$ cat src/logic/kjp_params.svh
`ifndef KJP_PARAMS_SVH
`define KJP_PARAMS_SVH

// Key matrix shape: six drive lines by four sense lines.
`define KJP_ROWS 6
`define KJP_COLS 4
`define KJP_KEYS 24
`define KJP_CODE_W 6
`define KJP_CODE_MAX 6'h3F

// Register byte offsets on the bus.
`define KJP_CTRL_OFS 8'h00
`define KJP_PORTB_OFS 8'h04
`define KJP_KEYS_OFS 8'h08
`define KJP_REF_OFS 8'h0C

// Control register fields and reset value.
`define KJP_CTRL_OVR_BIT 0
`define KJP_CTRL_CODE_LSB 8
`define KJP_CTRL_CODE_MSB 13
`define KJP_CTRL_RESET 7'h00

// Idle and reset levels: row drives released high, senses and comparators high.
`define KJP_PORTA_IDLE 8'hFF
`define KJP_PORTB_RESET 8'hFF
`define KJP_REF_RESET 6'h00

// Read data returned for unmapped offsets and after reset.
`define KJP_RD_ZERO 32'h0000_0000

`endif

$ cat src/logic/kjp_pkg.sv
package kjp_pkg;

    // Value presented on the second port, bit 7 down to bit 0.
    typedef struct packed {
        logic stick1_horizontal_cmp;
        logic stick1_vertical_cmp;
        logic stick2_horizontal_cmp;
        logic stick2_vertical_cmp;
        logic [3:0] column_sense;
    } kjp_portb_type;

    // Software control: an optional reference code that replaces the first port.
    typedef struct packed {
        logic [5:0] code;
        logic override;
    } kjp_ctrl_type;

    // Four joystick axis positions on the reference code scale.
    typedef struct packed {
        logic [5:0] stick1_x;
        logic [5:0] stick1_y;
        logic [5:0] stick2_x;
        logic [5:0] stick2_y;
    } kjp_axes_type;

endpackage

$ cat src/logic/kjp_reader.sv
// Operation
// - Two twelve-key keypads of three by four keys form one matrix of six drives by four senses.
// - The low six bits of the first port, or the control code when override is set, also set the six-bit reference for every axis.
// - An axis bit reads low when the reference code is above the axis and high when below.
// - Second port bit 4 is stick two vertical, 5 stick two horizontal, 6 and 7 stick one.
// - Codes 0 to 63 map monotonically onto the full reference range.
`timescale 1ns/10ps
`include "kjp_params.svh"

module kjp_reader
    import kjp_pkg::*;
(
    input wire logic CLK,
    input wire logic RST_N,
    input wire logic [7:0] PORT_A,
    input wire logic [23:0] KEY_PRESSED,
    input wire logic [5:0] STICK1_X_POS,
    input wire logic [5:0] STICK1_Y_POS,
    input wire logic [5:0] STICK2_X_POS,
    input wire logic [5:0] STICK2_Y_POS,
    output logic [7:0] PORT_B,
    output logic [5:0] REF_LEVEL,
    input wire logic WB_CYC,
    input wire logic WB_STB,
    input wire logic WB_WE,
    input wire logic [7:0] WB_ADR,
    input wire logic [3:0] WB_SEL,
    input wire logic [31:0] WB_DAT_I,
    output logic [31:0] WB_DAT_O,
    output logic WB_ACK
);

    // Comparator: high unless the reference code lies above the axis position.
    function automatic logic axis_cmp(input logic [5:0] code, input logic [5:0] pos);
        axis_cmp = (code > pos) ? 1'b0 : 1'b1;
    endfunction

    // Two-stage synchronisers for all pin inputs.
    logic [7:0] a_meta;
    logic [7:0] a_sync;
    logic [23:0] key_meta;
    logic [23:0] key_sync;
    kjp_axes_type axes_meta;
    kjp_axes_type axes_sync;

    always_ff @(posedge CLK or negedge RST_N) begin
        if (!RST_N) begin
            a_meta <= `KJP_PORTA_IDLE;
            a_sync <= `KJP_PORTA_IDLE;
            key_meta <= '0;
            key_sync <= '0;
            axes_meta <= '0;
            axes_sync <= '0;
        end else begin
            a_meta <= PORT_A;
            a_sync <= a_meta;
            key_meta <= KEY_PRESSED;
            key_sync <= key_meta;
            axes_meta <= {STICK1_X_POS, STICK1_Y_POS, STICK2_X_POS, STICK2_Y_POS};
            axes_sync <= axes_meta;
        end
    end

    // Control register and bus interface state.
    kjp_ctrl_type ctrl;
    kjp_ctrl_type next_ctrl;
    logic ack;
    logic next_ack;
    logic [31:0] rd_data;
    logic [31:0] next_rd_data;

    // Effective code on the six low lines: software override or the first port.
    logic [5:0] eff_code;
    assign eff_code = ctrl.override ? ctrl.code : a_sync[5:0];

    // Column senses: a column goes low when any row driven low has a pressed key.
    logic [3:0] sense;
    generate
        for (genvar c = 0; c < `KJP_COLS; c++) begin : g_col
            logic [5:0] hit;
            for (genvar r = 0; r < `KJP_ROWS; r++) begin : g_row
                assign hit[r] = !eff_code[r] && key_sync[r * `KJP_COLS + c];
            end
            assign sense[c] = ~(|hit);
        end
    endgenerate

    // Port and reference outputs.
    kjp_portb_type portb;
    kjp_portb_type next_portb;
    logic [5:0] ref_level;
    logic [5:0] next_ref_level;

    always_comb begin
        next_ref_level = eff_code;
        next_portb.column_sense = sense;
        next_portb.stick2_vertical_cmp = axis_cmp(eff_code, axes_sync.stick2_y);
        next_portb.stick2_horizontal_cmp = axis_cmp(eff_code, axes_sync.stick2_x);
        next_portb.stick1_vertical_cmp = axis_cmp(eff_code, axes_sync.stick1_y);
        next_portb.stick1_horizontal_cmp = axis_cmp(eff_code, axes_sync.stick1_x);
    end

    always_ff @(posedge CLK or negedge RST_N) begin
        if (!RST_N) begin
            portb <= `KJP_PORTB_RESET;
            ref_level <= `KJP_REF_RESET;
        end else begin
            portb <= next_portb;
            ref_level <= next_ref_level;
        end
    end

    assign PORT_B = portb;
    assign REF_LEVEL = ref_level;

    // Bus slave: answers every request one cycle later and writes at the acknowledged edge.
    logic req;
    logic wr_now;
    assign req = WB_CYC && WB_STB;
    assign wr_now = req && WB_WE && ack;

    always_comb begin
        next_ack = req && !ack;
        next_ctrl = ctrl;
        next_rd_data = rd_data;
        if (wr_now && WB_ADR == `KJP_CTRL_OFS) begin
            if (WB_SEL[0]) begin
                next_ctrl.override = WB_DAT_I[`KJP_CTRL_OVR_BIT];
            end
            if (WB_SEL[1]) begin
                next_ctrl.code = WB_DAT_I[`KJP_CTRL_CODE_MSB:`KJP_CTRL_CODE_LSB];
            end
        end
        if (req && !ack) begin
            unique case (WB_ADR)
                `KJP_CTRL_OFS: begin
                    next_rd_data = {18'h00000, ctrl.code, 7'h00, ctrl.override};
                end
                `KJP_PORTB_OFS: begin
                    next_rd_data = {24'h000000, portb};
                end
                `KJP_KEYS_OFS: begin
                    next_rd_data = {8'h00, key_sync};
                end
                `KJP_REF_OFS: begin
                    next_rd_data = {26'h0000000, ref_level};
                end
                default: begin
                    next_rd_data = `KJP_RD_ZERO;
                end
            endcase
        end
    end

    always_ff @(posedge CLK or negedge RST_N) begin
        if (!RST_N) begin
            ctrl <= `KJP_CTRL_RESET;
            ack <= 1'b0;
            rd_data <= `KJP_RD_ZERO;
        end else begin
            ctrl <= next_ctrl;
            ack <= next_ack;
            rd_data <= next_rd_data;
        end
    end

    assign WB_ACK = ack;
    assign WB_DAT_O = rd_data;
endmodule

$ cat config.mk
export PLATFORM = sky130hd
export DESIGN_NAME = kjp_reader
export DESIGN_NICKNAME = d
export VERILOG_FILES = /design/src/logic/kjp_pkg.sv /design/src/logic/kjp_reader.sv
export VERILOG_INCLUDE_DIRS = /design/src /design/src/logic
export SDC_FILE = /design/constraint.sdc
export NUM_CORES = 1
export LEC_CHECK = 0
export ABC_CLOCK_PERIOD_IN_PS = 2310
export BUFFER_PORTS_ARGS = -buffer_cell sky130_fd_sc_hd__buf_2
export CAP_MARGIN = 10
export CORE_UTILIZATION = 51
export DETAILED_ROUTE_END_ITERATION = 10
export GPL_ROUTABILITY_DRIVEN = 0
export PLACE_DENSITY = 0.75
export SETUP_SLACK_MARGIN = 0.02
export SYNTH_ARGS = -nofsm -noshare
export SYNTH_HDL_FRONTEND = slang
export SYNTH_SLANG_ARGS = --single-unit
$ cat constraint.sdc
create_clock -name CLK -period 2.31 [get_ports CLK]
set_clock_uncertainty 0.1 [all_clocks]
set_input_delay 0.462 -clock CLK [delete_from_list [all_inputs] [get_ports CLK]]
set_output_delay 0.462 -clock CLK [all_outputs]
set_load 0.02 [all_outputs]
==> flow_summary.ini <==
[critical_path]
rrSetupSlack_ns = 0.20
r2r_end = PORT_B[5]
crit_path_end_kind = flop
critPathKind = flop to flop
critPathMaxStageDelay_ns = 0.43
critPathBufInv = 1
path_max_fanout = 5
crit_slowest_cell = dfrtp_2
critical-path-top-delay-family = compound AO/OA/AOI/OAI gates
crit_chain = mux2i_2 -> inv_1 -> ha_1 -> a21oi_1 -> a21boi_0 -> o32ai_1
cp.arrival_ns = 2.42
required_ns = 2.63
worstRegToRegCells = 6
cp_num_cells = 6
crit_end = PORT_B[5]
reg2reg_from = ctrl[0]
critPathLaunch = ctrl[0]
cp-start-kind = flop

[routing]
first_pass_iters = 4
wl_per_cell_um = 16.4
drt-total-wl_mm = 11.9
drt_iter0_drc = 201
viasPerCell = 5.07
routed-via-count = 3665
ant_nets = 0
drcViolationCount = 0

[clock_network]
cts_root_buf = clkbuf_8
postCtsSetupRepairBufs = 0
cts_buffers = 17
clk_pin_slew_ns = 0.07
htree_levels = 4
cts_tree = built
cts_buffer_depth = 2
clk_latency_ns = 0.52
clock-sinks = 154

[sta]
fmax_mhz = 475
hold_viol = 0
fin_crit_ns = 2.11
rsz0062_at_grt = false
finalSetupViolCount = 0
slew_headroom_pct = 49.6
worst_pin_slew_ns = 0.750
setup_ws_ns = 0.204
setup_tns_ns = 0
drv_slew = 0
fin_crit_sh_pct = 91.2
whs_ns = 0.0794

[flow_run]
maxCapViolCount = 0

[global_route]
grt_use_met3_pct = 5.43
grt_use_total_pct = 23.7
first_global_vias = 3920
grt_max_degree = 50
grtUsageMet1_pct = 28.1
grt_pass1_wl_mm = 19.2
use_met2_pct = 39.7
top_usage_layer = met2
grt-ovfl-total = 0
antenna_found_initial = 0

[logic_synthesis]
yosysUniqueCellTypes = 31
ys_seq_elements = 154
synth_warnings = 0
synth_area_um2 = 5420
yosysTopAreaCell = dfrtp_1
yosysMostFrequentCell = dfrtp_1
seq_area_frac_synth_pct = 71.6
synth_area_per_cell_um2 = 14.1
synth_top_area_share_pct = 61.9
ys.flop_type = dfrtp_1
syn_inst = 383
async_flop_share_pct = 100
netlist_top_cells_area = dfrtp_1, dfstp_2, ha_1, nand2_1, a22oi_1
synth_top_cells_by_count = dfrtp_1, nand2_1, inv_1, ha_1, dfstp_2
synth-edff-count = 0

[die]
die_area_um2 = 11000
rows = 37
die-width_um = 105
top_level_ports = 152
core_area_um2 = 10300
die_h_um = 105
initial_core_util_pct = 52.5

[placed_design]
placed_cells = 636
dp_hpwl_mm = 7.84
numPortBuffers = 114
pre_cts_ws_ns = 0.103

[worst_hold_path]
hold_class = primary input to flop

[pwr]
seqPwrFrac_pct = 47.4
p_clk_share_pct = 44.8
p_comb_share_pct = 7.8
leakage_nw = 3.62
peakVddDrop_uv = 521
p_switching_mw = 1.47
powerDensity_nw_per_um2 = 830
p_sw_share_pct = 24.1
intPower_mw = 4.64

[cells_and_area]
final_nets = 703
final_layout_size_suffix_gt1_share_pct = 33.6
fin_cells = 723
area_delta_synth_final_pct = 35.9
antenna_cells = 0

[status]
status = finished clean
power by group through the flow:
stage	Clock (mW)	Combinational, mW	Sequential, mW
6_report	2.74	0.476	2.89
5_1_grt	2.90	0.526	2.90
4_1_cts	2.77	0.473	2.89
3_5_place_dp	0	0.395	2.94
3_3_place_gp	0	0.376	2.94
2_1_floorplan	0	0.170	2.95
cells in the final DEF, fill, tap and decap left out, types with 4 or more instances in the layout:
| cell | count |
|---|---|
| nand3_1 | 6 |
| inv_1 | 32 |
| mux2_2 | 12 |
| and3_1 | 4 |
| a21boi_0 | 4 |
| a22oi_1 | 19 |
| mux2i_1 | 11 |
| buf_4 | 13 |
| nand4_1 | 4 |
| ha_1 | 24 |
| o32ai_1 | 4 |
| o21ai_0 | 16 |
| o31ai_1 | 8 |
| inv_6 | 7 |
| dlygate4sd3_1 | 55 |
| nand2b_1 | 4 |
| buf_2 | 113 |
| conb_1 | 8 |
| dfstp_2 | 20 |
| clkbuf_16 | 16 |
| dfrtp_1 | 133 |
| a21oi_1 | 8 |
| nand2_1 | 40 |
registers in the layout, summed over array words and instances (netlist names):
register,cells
WB_DAT_O,24
axes_meta,24
axes_sync,24
key_meta,24
key_sync,24
PORT_B,8
ctrl,7
REF_LEVEL,6
a_meta,6
a_sync,6
WB_ACK,1
how the worst min path moves through the flow:
| stage | start | end | cells past startpoint |
|---|---|---|---|
| after detailed placement | axes_meta[10] | axes_sync[10] | 0 |
| after floorplan | RST_N | REF_LEVEL[0] | 0 |
| after global routing | WB_DAT_I[8] | ctrl[1] | 2 |
| after global placement | key_meta[3] | key_sync[3] | 0 |
| after CTS | WB_DAT_I[10] | ctrl[3] | 2 |
| final | WB_DAT_I[10] | ctrl[3] | 2 |
final cells by class:
| class | count | area, µm² |
|---|---|---|
| multi-input cells | 186 | 1350 |
| clock inverters | 15 | 181 |
| fillers | 684 | 2960 |
| inverters | 32 | 120 |
| flip-flops and latches | 154 | 3880 |
| well taps | 136 | 170 |
| repair buffers | 183 | 1240 |
| clock buffers | 17 | 414 |
per-layer routing:
metal / share of wire, % / up-vias
li1: - / 1685
met1: 39 / 1782
met2: 51 / 161
met3: 5.6 / 37
met4: 4.1 / 0
met5: 0 / -
per-stage QoR:
step	power (mW)	util, %	instance area, µm²
floorplan	3.12	-	5440
global placement	3.31	60.2	6210
detailed placement	3.33	60.2	6210
CTS	6.14	71.3	7360
global route	6.33	71.3	7360
finish	6.11	71.3	7360
logic make-up (layout without fill, tap and decap cells):
| logic type | after synthesis | after routing | share of synthesized area (%) |
|---|---|---|---|
| fa+ha+maj | 24 | 24 | 5.54 |
| buf+inv | 50 | 247 | 4.02 |
| flops | 154 | 154 | 71.6 |
| other cells | 1 | 8 | 0.0692 |
| mux | 25 | 25 | 5.13 |
| simple gates | 70 | 70 | 6.47 |
| compound gates | 59 | 59 | 7.16 |
timing repair:
| action | in CTS | in global routing |
|---|---|---|
| gates resized for setup | 0 | 2 |
| hold buffers | 55 | 0 |
| setup endpoints to repair | 0 | 1 |
| hold endpoints to repair | 84 | 0 |
Note: power is estimated with default switching activity, not from simulation.
